## config.mk

```make
export PLATFORM = sky130hd
export DESIGN_NAME = vpgc_gain_control
export DESIGN_NICKNAME = d
export VERILOG_FILES = /design/src/verilog/vpgc_scale_stage.v /design/src/verilog/vpgc_gain_control.v
export VERILOG_INCLUDE_DIRS = /design/src /design/src/pkg
export SDC_FILE = /design/constraint.sdc
export NUM_CORES = 2
export LEC_CHECK = 0
export BUFFER_PORTS_ARGS = -buffer_cell sky130_fd_sc_hd__buf_2
export CORE_ASPECT_RATIO = 1.4
export CORE_MARGIN = 2
export CORE_UTILIZATION = 30
export DETAILED_ROUTE_END_ITERATION = 6
export HOLD_SLACK_MARGIN = 0.12
export PLACE_DENSITY_LB_ADDON = 0.15
export RECOVER_POWER = 50
export SLEW_MARGIN = 0
export SYNTH_ARGS = -nofsm -noshare
export SYNTH_HDL_FRONTEND = slang
export SYNTH_SLANG_ARGS = --single-unit
export TNS_END_PERCENT = 100
```

## constraint.sdc

```tcl
create_clock -name core_clk -period 23.1 [get_ports core_clk]
set_input_delay 1.155 -clock core_clk [delete_from_list [all_inputs] [get_ports core_clk]]
set_output_delay 1.155 -clock core_clk [all_outputs]
set_load 0.01 [all_outputs]
```

## src/pkg/vpgc_consts.vh

```
// vpgc_consts.vh: register offsets, field layout, reset values and scaling constants for the voice path gain block
// assumes: included by bare name from the design files, no other header depends on it
`ifndef VPGC_CONSTS_VH
`define VPGC_CONSTS_VH

// register offsets on the 8-bit register port
`define VPGC_TX_GAIN_STAGE2_ADDR 8'h26
`define VPGC_RX_GAIN_STAGE2_ADDR 8'h27
`define VPGC_TX_GAIN_STAGE3_ADDR 8'h28

// field layout inside each gain register
`define VPGC_DIR_BIT 4
`define VPGC_STEP_MSB 3
`define VPGC_STEP_LSB 0
`define VPGC_FIELD_W 5

// reset values
`define VPGC_TX_GAIN_STAGE2_RST 5'h00
`define VPGC_RX_GAIN_STAGE2_RST 5'h00
`define VPGC_TX_GAIN_STAGE3_RST 5'h00
`define VPGC_RDATA_RST 8'h00

// scale factors are unsigned with this many fraction bits
`define VPGC_FRAC_BITS 12
`define VPGC_UNITY_COEF 16'h1000
`define VPGC_GAIN_MAX_STEP 4'hC

`endif

```

## src/verilog/vpgc_scale_stage.v

```verilog
// vpgc_scale_stage.v: one gain or attenuation stage, 1 dB steps, applied to a signed sample stream
// assumes: samples arrive with a one-cycle valid strobe on core_clk; direction and steps may change any time
`timescale 1ns/1ns
`default_nettype none
`include "vpgc_consts.vh"

module vpgc_scale_stage #(
  parameter SAMPLE_W = 16
) (
  input wire core_clk,
  input wire rst,
  input wire in_valid,
  input wire signed [SAMPLE_W-1:0] in_data,
  input wire direction,
  input wire [3:0] steps,
  output reg out_valid,
  output reg signed [SAMPLE_W-1:0] out_data
);

  // gain table in 1 dB steps, index 0 is unity
  function [15:0] gain_coef;
    input [3:0] idx;
    begin
      case (idx)
        4'h0: gain_coef = 16'h1000;
        4'h1: gain_coef = 16'h11F4;
        4'h2: gain_coef = 16'h1425;
        4'h3: gain_coef = 16'h169A;
        4'h4: gain_coef = 16'h195C;
        4'h5: gain_coef = 16'h1C74;
        4'h6: gain_coef = 16'h1FED;
        4'h7: gain_coef = 16'h23D2;
        4'h8: gain_coef = 16'h2831;
        4'h9: gain_coef = 16'h2D18;
        4'hA: gain_coef = 16'h3299;
        4'hB: gain_coef = 16'h38C5;
        default: gain_coef = 16'h3FB2;
      endcase
    end
  endfunction

  // attenuation table in 1 dB steps, index 0 is unity
  function [15:0] atten_coef;
    input [3:0] idx;
    begin
      case (idx)
        4'h0: atten_coef = 16'h1000;
        4'h1: atten_coef = 16'h0E43;
        4'h2: atten_coef = 16'h0CB6;
        4'h3: atten_coef = 16'h0B54;
        4'h4: atten_coef = 16'h0A18;
        4'h5: atten_coef = 16'h08FF;
        4'h6: atten_coef = 16'h0805;
        4'h7: atten_coef = 16'h0726;
        4'h8: atten_coef = 16'h065F;
        4'h9: atten_coef = 16'h05AD;
        4'hA: atten_coef = 16'h050F;
        4'hB: atten_coef = 16'h0482;
        4'hC: atten_coef = 16'h0405;
        4'hD: atten_coef = 16'h0395;
        4'hE: atten_coef = 16'h0331;
        default: atten_coef = 16'h02D8;
      endcase
    end
  endfunction

  reg [15:0] coef;
  wire signed [16:0] coef_s;
  wire signed [SAMPLE_W+16:0] product;
  wire signed [SAMPLE_W+16:0] shifted;
  wire over_pos;
  wire over_neg;

  // decoded from the live register value, so a new setting hits the very next sample
  always @*
  begin
    if (steps == 4'h0)
      coef = `VPGC_UNITY_COEF;
    else if (!direction)
      coef = gain_coef((steps >= `VPGC_GAIN_MAX_STEP) ? `VPGC_GAIN_MAX_STEP : steps);
    else
      coef = atten_coef(steps);
  end

  assign coef_s = {1'b0, coef};
  assign product = in_data * coef_s;
  assign shifted = product >>> `VPGC_FRAC_BITS;
  // 12 dB of gain on a loud sample would wrap, so clip at full scale instead
  assign over_pos = (shifted > $signed({{17{1'b0}}, 1'b0, {(SAMPLE_W-1){1'b1}}}));
  assign over_neg = (shifted < $signed({{17{1'b1}}, 1'b1, {(SAMPLE_W-1){1'b0}}}));

  always @(posedge core_clk)
  begin
    if (rst)
    begin
      out_valid <= 1'b0;
      out_data <= {SAMPLE_W{1'b0}};
    end
    else
    begin
      out_valid <= in_valid;
      if (in_valid)
      begin
        if (over_pos)
          out_data <= {1'b0, {(SAMPLE_W-1){1'b1}}};
        else if (over_neg)
          out_data <= {1'b1, {(SAMPLE_W-1){1'b0}}};
        else
          out_data <= shifted[SAMPLE_W-1:0];
      end
    end
  end

endmodule // vpgc_scale_stage

`default_nettype wire

```

## src/verilog/vpgc_gain_control.v

```verilog
// vpgc_gain_control.v: gain registers and scaling of the transmit and receive sample streams
// assumes: single-cycle register strobes on core_clk, samples in 2s complement with a valid strobe
//
// Behaviour
// - tx stage 2, direction 0: steps raise gain
// - tx stage 2, direction 1: steps raise attenuation
// - one step is 1 dB, 12 up, 15 down
// - tx stage 2 steps zero gives 0 dB
// - tx stage 2 gain 11xx saturates at 12 dB
// - tx stage 2 attenuation 1111 15 dB, 0001 1 dB
// - rx stage 2, direction 0: steps raise gain
// - rx stage 2, direction 1: steps raise attenuation
// - rx stage 2 steps zero gives 0 dB
// - rx stage 2 gain step one gives 1 dB
// - rx stage 2 gain 11xx saturates at 12 dB
// - rx stage 2 attenuation step one 1 dB
// - rx stage 2 attenuation 1111 gives 15 dB
// - tx stage 3 direction chooses gain or attenuation
// - tx stage 3 steps zero gives 0 dB
// - tx stage 2 register resets to zero
`timescale 1ns/1ns
`default_nettype none
`include "vpgc_consts.vh"

module vpgc_gain_control #(
  parameter SAMPLE_W = 16
) (
  input wire core_clk,
  input wire rst,
  input wire [7:0] reg_addr,
  input wire reg_wr,
  input wire reg_rd,
  input wire [7:0] reg_wdata,
  output reg [7:0] reg_rdata,
  input wire tx_in_valid,
  input wire signed [SAMPLE_W-1:0] tx_in_data,
  output wire tx_out_valid,
  output wire signed [SAMPLE_W-1:0] tx_out_data,
  input wire rx_in_valid,
  input wire signed [SAMPLE_W-1:0] rx_in_data,
  output wire rx_out_valid,
  output wire signed [SAMPLE_W-1:0] rx_out_data
);

  // only the five defined bits are stored; reserved bits have no flops at all
  reg [`VPGC_FIELD_W-1:0] tx_gain_stage2;
  reg [`VPGC_FIELD_W-1:0] rx_gain_stage2;
  reg [`VPGC_FIELD_W-1:0] tx_gain_stage3;
  reg [7:0] next_rdata;
  wire tx_mid_valid;
  wire signed [SAMPLE_W-1:0] tx_mid_data;

  wire tx_stage2_direction;
  wire [3:0] tx_stage2_steps;
  wire rx_stage2_direction;
  wire [3:0] rx_stage2_steps;
  wire tx_stage3_direction;
  wire [3:0] tx_stage3_steps;

  assign tx_stage2_direction = tx_gain_stage2[`VPGC_DIR_BIT];
  assign tx_stage2_steps = tx_gain_stage2[`VPGC_STEP_MSB:`VPGC_STEP_LSB];
  assign rx_stage2_direction = rx_gain_stage2[`VPGC_DIR_BIT];
  assign rx_stage2_steps = rx_gain_stage2[`VPGC_STEP_MSB:`VPGC_STEP_LSB];
  assign tx_stage3_direction = tx_gain_stage3[`VPGC_DIR_BIT];
  assign tx_stage3_steps = tx_gain_stage3[`VPGC_STEP_MSB:`VPGC_STEP_LSB];

  // register writes
  always @(posedge core_clk)
  begin
    if (rst)
    begin
      tx_gain_stage2 <= `VPGC_TX_GAIN_STAGE2_RST;
      rx_gain_stage2 <= `VPGC_RX_GAIN_STAGE2_RST;
      tx_gain_stage3 <= `VPGC_TX_GAIN_STAGE3_RST;
    end
    else if (reg_wr)
    begin
      case (reg_addr)
        `VPGC_TX_GAIN_STAGE2_ADDR: tx_gain_stage2 <= reg_wdata[`VPGC_FIELD_W-1:0];
        `VPGC_RX_GAIN_STAGE2_ADDR: rx_gain_stage2 <= reg_wdata[`VPGC_FIELD_W-1:0];
        `VPGC_TX_GAIN_STAGE3_ADDR: tx_gain_stage3 <= reg_wdata[`VPGC_FIELD_W-1:0];
        default: ;
      endcase
    end
  end

  // read mux; unmapped offsets read zero
  always @*
  begin
    case (reg_addr)
      `VPGC_TX_GAIN_STAGE2_ADDR: next_rdata = {3'h0, tx_gain_stage2};
      `VPGC_RX_GAIN_STAGE2_ADDR: next_rdata = {3'h0, rx_gain_stage2};
      `VPGC_TX_GAIN_STAGE3_ADDR: next_rdata = {3'h0, tx_gain_stage3};
      default: next_rdata = 8'h00;
    endcase
  end

  // read data holds until the next read strobe
  always @(posedge core_clk)
  begin
    if (rst)
      reg_rdata <= `VPGC_RDATA_RST;
    else if (reg_rd)
      reg_rdata <= next_rdata;
  end

  // transmit path: stage 2 then stage 3, one cycle each
  vpgc_scale_stage #(
    .SAMPLE_W(SAMPLE_W)
  ) u_tx_stage2 (
    .core_clk(core_clk),
    .rst(rst),
    .in_valid(tx_in_valid),
    .in_data(tx_in_data),
    .direction(tx_stage2_direction),
    .steps(tx_stage2_steps),
    .out_valid(tx_mid_valid),
    .out_data(tx_mid_data)
  );

  vpgc_scale_stage #(
    .SAMPLE_W(SAMPLE_W)
  ) u_tx_stage3 (
    .core_clk(core_clk),
    .rst(rst),
    .in_valid(tx_mid_valid),
    .in_data(tx_mid_data),
    .direction(tx_stage3_direction),
    .steps(tx_stage3_steps),
    .out_valid(tx_out_valid),
    .out_data(tx_out_data)
  );

  // receive path: stage 2 only, later stages live elsewhere
  vpgc_scale_stage #(
    .SAMPLE_W(SAMPLE_W)
  ) u_rx_stage2 (
    .core_clk(core_clk),
    .rst(rst),
    .in_valid(rx_in_valid),
    .in_data(rx_in_data),
    .direction(rx_stage2_direction),
    .steps(rx_stage2_steps),
    .out_valid(rx_out_valid),
    .out_data(rx_out_data)
  );

endmodule // vpgc_gain_control

`default_nettype wire

```

Word-level counts from Yosys, hierarchy flattened. Memory sizes are Yosys's and may differ from the RTL's. A register that Yosys moved wholly into a read port is not among the register bits. Index checks and enable logic that the tools add are counted.

Bits in read-only memories: 1296. Logic and storage cells: 59. Bits in registers: 74. Memories: 6. Output and inout port bits: 42. Input port bits: 54.

Reductions and logical operators: 6. Equal/unequal tests: 3. Magnitude comparators: 9. Multipliers: 3. Multiplexer cells: 22.

Memory list: (name not given) (depth 16, bits a word 14, read ports 1, clocked after memory_dff 0, wr ports 0, RTL line vpgc_scale_stage.v:24) `case (idx)`; (name not given) (depth 16, bits a word 14, read ports 1, clocked after memory_dff 0, wr ports 0, RTL line vpgc_scale_stage.v:24); (name not given) (depth 16, bits a word 14, read ports 1, clocked after memory_dff 0, wr ports 0, RTL line vpgc_scale_stage.v:24); (name not given) (depth 16, bits a word 13, read ports 1, clocked after memory_dff 1, wr ports 0, RTL line vpgc_scale_stage.v:46) `case (idx)`; (name not given) (depth 16, bits a word 13, read ports 1, clocked after memory_dff 1, wr ports 0, RTL line vpgc_scale_stage.v:46); (name not given) (depth 16, bits a word 13, read ports 1, clocked after memory_dff 1, wr ports 0, RTL line vpgc_scale_stage.v:46).

Operator list (count): 2-to-1 mux 16 bit (12); multiplier 16 x 17 -> 33 bit (3); > comparator 21 x 16 -> 1 bit, second input constant (3); < comparator 21 x 16 -> 1 bit, second input constant (3); 2-to-1 mux 4 bit (9); equality test 8 x 6 -> 1 bit, second input constant (3); case mux 5 bit (3 select lines) (1); >= comparator 4 bit, second input constant (3); logical NOT 4 bit (3); AND reduction 2 bit (3).

Logic depth before layout (Yosys ltp). An unclocked memory read counts as a cell.

Depth after elaboration: 9. Gate-level depth with buffers: 36. Mapped depth without buffers: 32.

By module. From an unflattened synthesis, not the netlist that was laid out.

Cells, all modules: 3660. Area, all modules: 30758.2 um2.

By module, submodules not included: vpgc_scale_stage at u_tx_stage2 (seq. area each 340.3 um2, area each 10128.5 um2, instances 1, cells an instance 1227); vpgc_scale_stage at u_tx_stage3 (seq. area each 340.3 um2, area each 9836.9 um2, instances 1, cells an instance 1182); vpgc_scale_stage at u_rx_stage2 (seq. area each 340.3 um2, area each 9811.9 um2, instances 1, cells an instance 1158); vpgc_gain_control (seq. area each 400.4 um2, area each 980.9 um2, instances 1, cells an instance 93).

Worst setup path after synthesis. No wires, ideal clock.

Path type: register -> register. Start point: register rx_gain_stage2[2]. End point: register u_rx_stage2.out_data[10]. Buffers on the path: 4. Required time: 22964 ps. Arrival: 7675 ps. Cell stages (with the launch flop): 34. Library setup time: 136 ps. Clock period less this slack: 7811 ps. Path slack: 15289 ps. Cell sequence: dfxtp_1 buf_6 nand2_1 and2_1 ha_1 inv_1 nor2_1 a211oi_1 nor3_1 a21oi_1 nor2_1 clkbuf_1 nand2_1 fa_1 fa_1 inv_1 fa_1 fa_1 fa_1 inv_1 fa_1 inv_1 ha_1 clkbuf_1 and3_1 nand4_1 o221a_2 o2111a_1 or2_1 mux2_1 a211o_1 o31ai_4 buf_6 o32ai_2.

Word-level cells in the longest chain between the ends: 9. Elaborated cells between the ends (all ways): 11. Classes of those cells: mul: 1; order compare: 3; mux: 5; reduce/logical: 1; memory: 1.

Ends and longest elaborated chain: start: declaration (RTL line vpgc_gain_control.v:47) `` reg [`VPGC_FIELD_W-1:0] rx_gain_stage2; ``; start signal: assignment (RTL line vpgc_gain_control.v:73) `` rx_gain_stage2 <= `VPGC_RX_GAIN_STAGE2_RST; ``; start signal: assignment (RTL line vpgc_gain_control.v:80) `` `VPGC_RX_GAIN_STAGE2_ADDR: rx_gain_stage2 <= reg_wdata[`VPGC_FIELD_W-1:0]; ``; >= comparator 4 bit (no line); 2-to-1 mux 4 bit (RTL line vpgc_scale_stage.v:80) `` coef = gain_coef((steps >= `VPGC_GAIN_MAX_STEP) ? `VPGC_GAIN_MAX_STEP : steps); ``; memory read (16 x 14 bit); 2-to-1 mux 16 bit (RTL line vpgc_scale_stage.v:79) `else if (!direction)`; 2-to-1 mux 16 bit * (RTL line vpgc_scale_stage.v:77) `if (steps == 4'h0)`; multiplier 16 x 17 -> 33 bit * (RTL line vpgc_scale_stage.v:86) `assign product = in_data * coef_s;`; < comparator 21 x 16 -> 1 bit (RTL line vpgc_scale_stage.v:90) `assign over_neg = (shifted < $signed({{17{1'b1}}, 1'b1, {(SAMPLE_W-1){1'b0}}}));`; 2-to-1 mux 16 bit (RTL line vpgc_scale_stage.v:106) `else if (over_neg)`; 2-to-1 mux 16 bit * (RTL line vpgc_scale_stage.v:104) `if (over_pos)`; end signal: assignment (RTL line vpgc_scale_stage.v:105) `out_data <= {1'b0, {(SAMPLE_W-1){1'b1}}};`; end signal: assignment (RTL line vpgc_scale_stage.v:107) `out_data <= {1'b1, {(SAMPLE_W-1){1'b0}}};`; end signal: assignment (RTL line vpgc_scale_stage.v:109) `out_data <= shifted[SAMPLE_W-1:0];`; end: declaration (RTL line vpgc_scale_stage.v:17) `output reg signed [SAMPLE_W-1:0] out_data`.

Mark *: on every way between the ends. The rest lies on a longest branch, timed or not. A chain may end at the register's enable or synchronous reset.

Final worst setup path.
Start point: register rx_gain_stage2[3]. End point: register u_rx_stage2.out_data[3].

Same word-level chain as after synthesis.

==> run_results.csv <==
group,metric,value,unit
run_status,status,"complete, but fails checks",
run_status,violations,"capacitance limit, slew limit",
yosys,ys_seq_area_frac,0.0710,
sta,tightest_slew,2.57,ns
route,first_iter_violations,1118,
placed_design,portBuffers,89,
yosys,ys_seq_elements,110,
sta,post-route-min-period,10.14,ns
power_and_ir_drop,sw_frac_of_total,0.443,
final_layout,fillers,11100,
floorplanning,die_y,384,um
power_and_ir_drop,power,691,uW
final_layout,fin_nets,4637,
sta,tns,0,ns
yosys,netlist_area,31000,um2
route,dr.pass1.iters,5,
power_and_ir_drop,switchingPower,306,uW
worst_setup_path,cp.arrival,10.33,ns
final_layout,final_cell_mix,"inv_1 (726), fa_1 (495), nand2_1 (423)",
power_and_ir_drop,p_int,385,uW
clock_network,clockBufferDepth,2,
final_layout,final_cell_area,33000,um2
global_route,grt_max_degree,60,
yosys,synth_cell_types,90,
final_layout,layout-drive-gt1-share,0.0469,
clock_network,numCtsBuffers,9,
worst_setup_path,critPathMaxFanout,25,
clock_network,cts_tree,"done",
route,ant_nets,0,
yosys,synth_cells,3712,
floorplanning,die_area,106000,um2
worst_setup_path,worstSetupStartpointType,"flip-flop",
clock_network,htree_levels,3,
yosys,ys.flop_type,"dfxtp_1",
clock_network,clock_sinks,110,
sta,fin_worst_skew,0.0225,ns
global_route,antenna_found_initial,1,
floorplanning,core,102000,um2
yosys,synth_top_family_by_area,"adder cells",
floorplanning,row_count,139,
yosys,synth_mux_area_frac,0.0153,
floorplanning,ios,96,
yosys,synth_compound_area_frac,0.113,
global_route,grt_pass1_wl,151000,um
clock_network,ctsHoldBuffers,0,
clock_network,clock-root-buffer,"clkbuf_16",
final_layout,final_common_cell,"inv_1",
sta,slew_viol_final,106,
sta,grt_setup_unrepaired,"no",
yosys,synth-edff-count,0,
yosys,yosys_warnings,0,
global_route,grt_use_total,0.185,
sta,fin_crit_sh,0.439,
global_route,grt_pass1_vias,26900,
route,avgRoutedWirePerCell,18.7,um
sta,setup_viol,0,
placed_design,post_dp_cell_area,32800,um2
hold_path,min-delay-path-class,"reg -> reg",
placed_design,gp_congestion,0.818,
worst_setup_path,critPathCaptureType,"flip-flop",
power_and_ir_drop,clockPowerShare,0.267,
power_and_ir_drop,power.density,20.9,nW/um2
sta,hold_viol_final,0,
sta,timing.fmax,98.6,MHz
clock_network,clkTransAtPathRegs,0.11,ns
clock_network,cts_setup_buffers,0,
power_and_ir_drop,p_comb_frac,0.413,
floorplanning,fp.dieW,276,um
clock_network,ctsResizeCount,0,
route,wl,93800,um
power_and_ir_drop,power_leakage,0.0161,uW
worst_setup_path,cpPeakStageDelay,0.92,ns
global_route,overflow,0,
route,viasPerCell,4.87,
sta,timing.hold.ws,0.479,ns
worst_setup_path,crit_type,"reg -> reg",
yosys,syn_avg_cell_area,8.35,um2
floorplanning,initial_utilization,0.303,
sta,slew_headroom,-0.712,
route,dr_total_vias,24500,
route,drc,0,
power_and_ir_drop,ir_drop,0.0339,mV
yosys,synth-simple-area-share,0.192,
yosys,synthAdderAreaFrac,0.484,
clock_network,worstSkewPairLatency,0.43,ns
worst_setup_path,r2r_setup_slack,12.96,ns
placed_design,dp.final_hpwl,75400,um
job,max-cap-violations,3,
final_layout,syn2layout_area_growth,6.57,%
power_and_ir_drop,p_seq_frac,0.320,
yosys,synth-xor-area-share,0.0138,
worst_setup_path,cpMaxStageDelayCell,"dfxtp_1",
yosys,synthArstFlopShare,0,
worst_setup_path,cp_data_required_time,23.28,ns
[through the flow]
| step | util | setup WS, ns | instances |
|---|---|---|---|
| 3_3_place_gp | 0.320 | 13.07 | 5008 |
| 2_1_floorplan | - | 15.29 | 3714 |
| 5_1_grt | 0.323 | 12.16 | 5024 |
| 4_1_cts | 0.323 | 12.97 | 5024 |
| 3_5_place_dp | 0.320 | 13.05 | 5008 |
| 6_report | 0.323 | 12.96 | 5026 |
[cell type report]
cell class | count | area (um2) | area share
clock inverter | 7 | 96.3 | 0.00292
antenna | 2 | 5.00 | 0.000151
sequential | 110 | 2200 | 0.0666
inverter | 729 | 2740 | 0.0828
multi-input combinational | 2703 | 25400 | 0.770
clock buffer | 9 | 225 | 0.00682
tap | 1339 | 1680 | 0.0507
timing repair buffer | 127 | 668 | 0.0202
[synthesized netlist by cell type (16+ instances only)]
| library cell | n | area share |
|---|---|---|
| fa_1 | 495 | 0.32 |
| o21ai_0 | 98 | 0.016 |
| mux2i_1 | 34 | 0.011 |
| xor2_1 | 20 | 0.0057 |
| ha_1 | 408 | 0.16 |
| nor2b_1 | 24 | 0.0048 |
| a31oi_1 | 16 | 0.0032 |
| nand4_1 | 22 | 0.0044 |
| and2_1 | 332 | 0.067 |
| dfxtp_1 | 110 | 0.071 |
| a21o_1 | 29 | 0.0070 |
| inv_1 | 724 | 0.088 |
| o211ai_1 | 28 | 0.0068 |
| or3_1 | 36 | 0.0073 |
| xnor2_1 | 27 | 0.0076 |
| o22ai_1 | 16 | 0.0032 |
| nand2_1 | 423 | 0.051 |
| and3_1 | 27 | 0.0054 |
| nand2b_1 | 24 | 0.0048 |
| o21a_1 | 17 | 0.0041 |
| a211oi_1 | 25 | 0.0061 |
| nand3_1 | 37 | 0.0060 |
| clkbuf_1 | 151 | 0.018 |
| nor3_1 | 32 | 0.0052 |
| nor2_1 | 195 | 0.024 |
| o32ai_1 | 19 | 0.0054 |
| a21oi_1 | 142 | 0.023 |
[power by group through the flow]
| stage | Sequential (uW) | Clock, uW | Combinational [uW] |
|---|---|---|---|
| after CTS | 221 | 194 | 293 |
| after global placement | 226 | 0 | 291 |
| final | 221 | 184 | 285 |
| after detailed placement | 226 | 0 | 290 |
| after global routing | 223 | 199 | 321 |
| after floorplan | 215 | 0 | 196 |
[metal layers]
layer,vias up,wire length (um),global-route usage
met5,-,12,0
met4,2,2940,0.0596
met3,108,1740,0.0109
met2,306,53100,0.372
met1,12400,36000,0.202
li1,11700,-,-
[cells by family after synthesis]
group           count (synthesis)
buf+inv                       901
fa+ha+maj                     903
xor+xnor                       48
mux                            46
other cells                     1
compound gates                509
simple gates                 1194
flops                         110
[final timing paths]
path,start,end,cells after the start
setup / recovery,rx_gain_stage2[3],u_rx_stage2.out_data[3],30
hold / removal,u_tx_stage3.out_data[15],u_tx_stage3.out_data[15],2
setup reg to reg,rx_gain_stage2[3],u_rx_stage2.out_data[3],30
hold reg to reg,u_tx_stage3.out_data[15],u_tx_stage3.out_data[15],2
[critical path: cells and delay by family (launching register included)]
kind            cells  cell delay [ns]
simple gates        6             1.75
mux                 2             0.47
fa+ha+maj           8             3.67
buf+inv             6             0.37
compound gates      8             2.69
flops               1             0.92
Power figures use the tool's default switching activity.
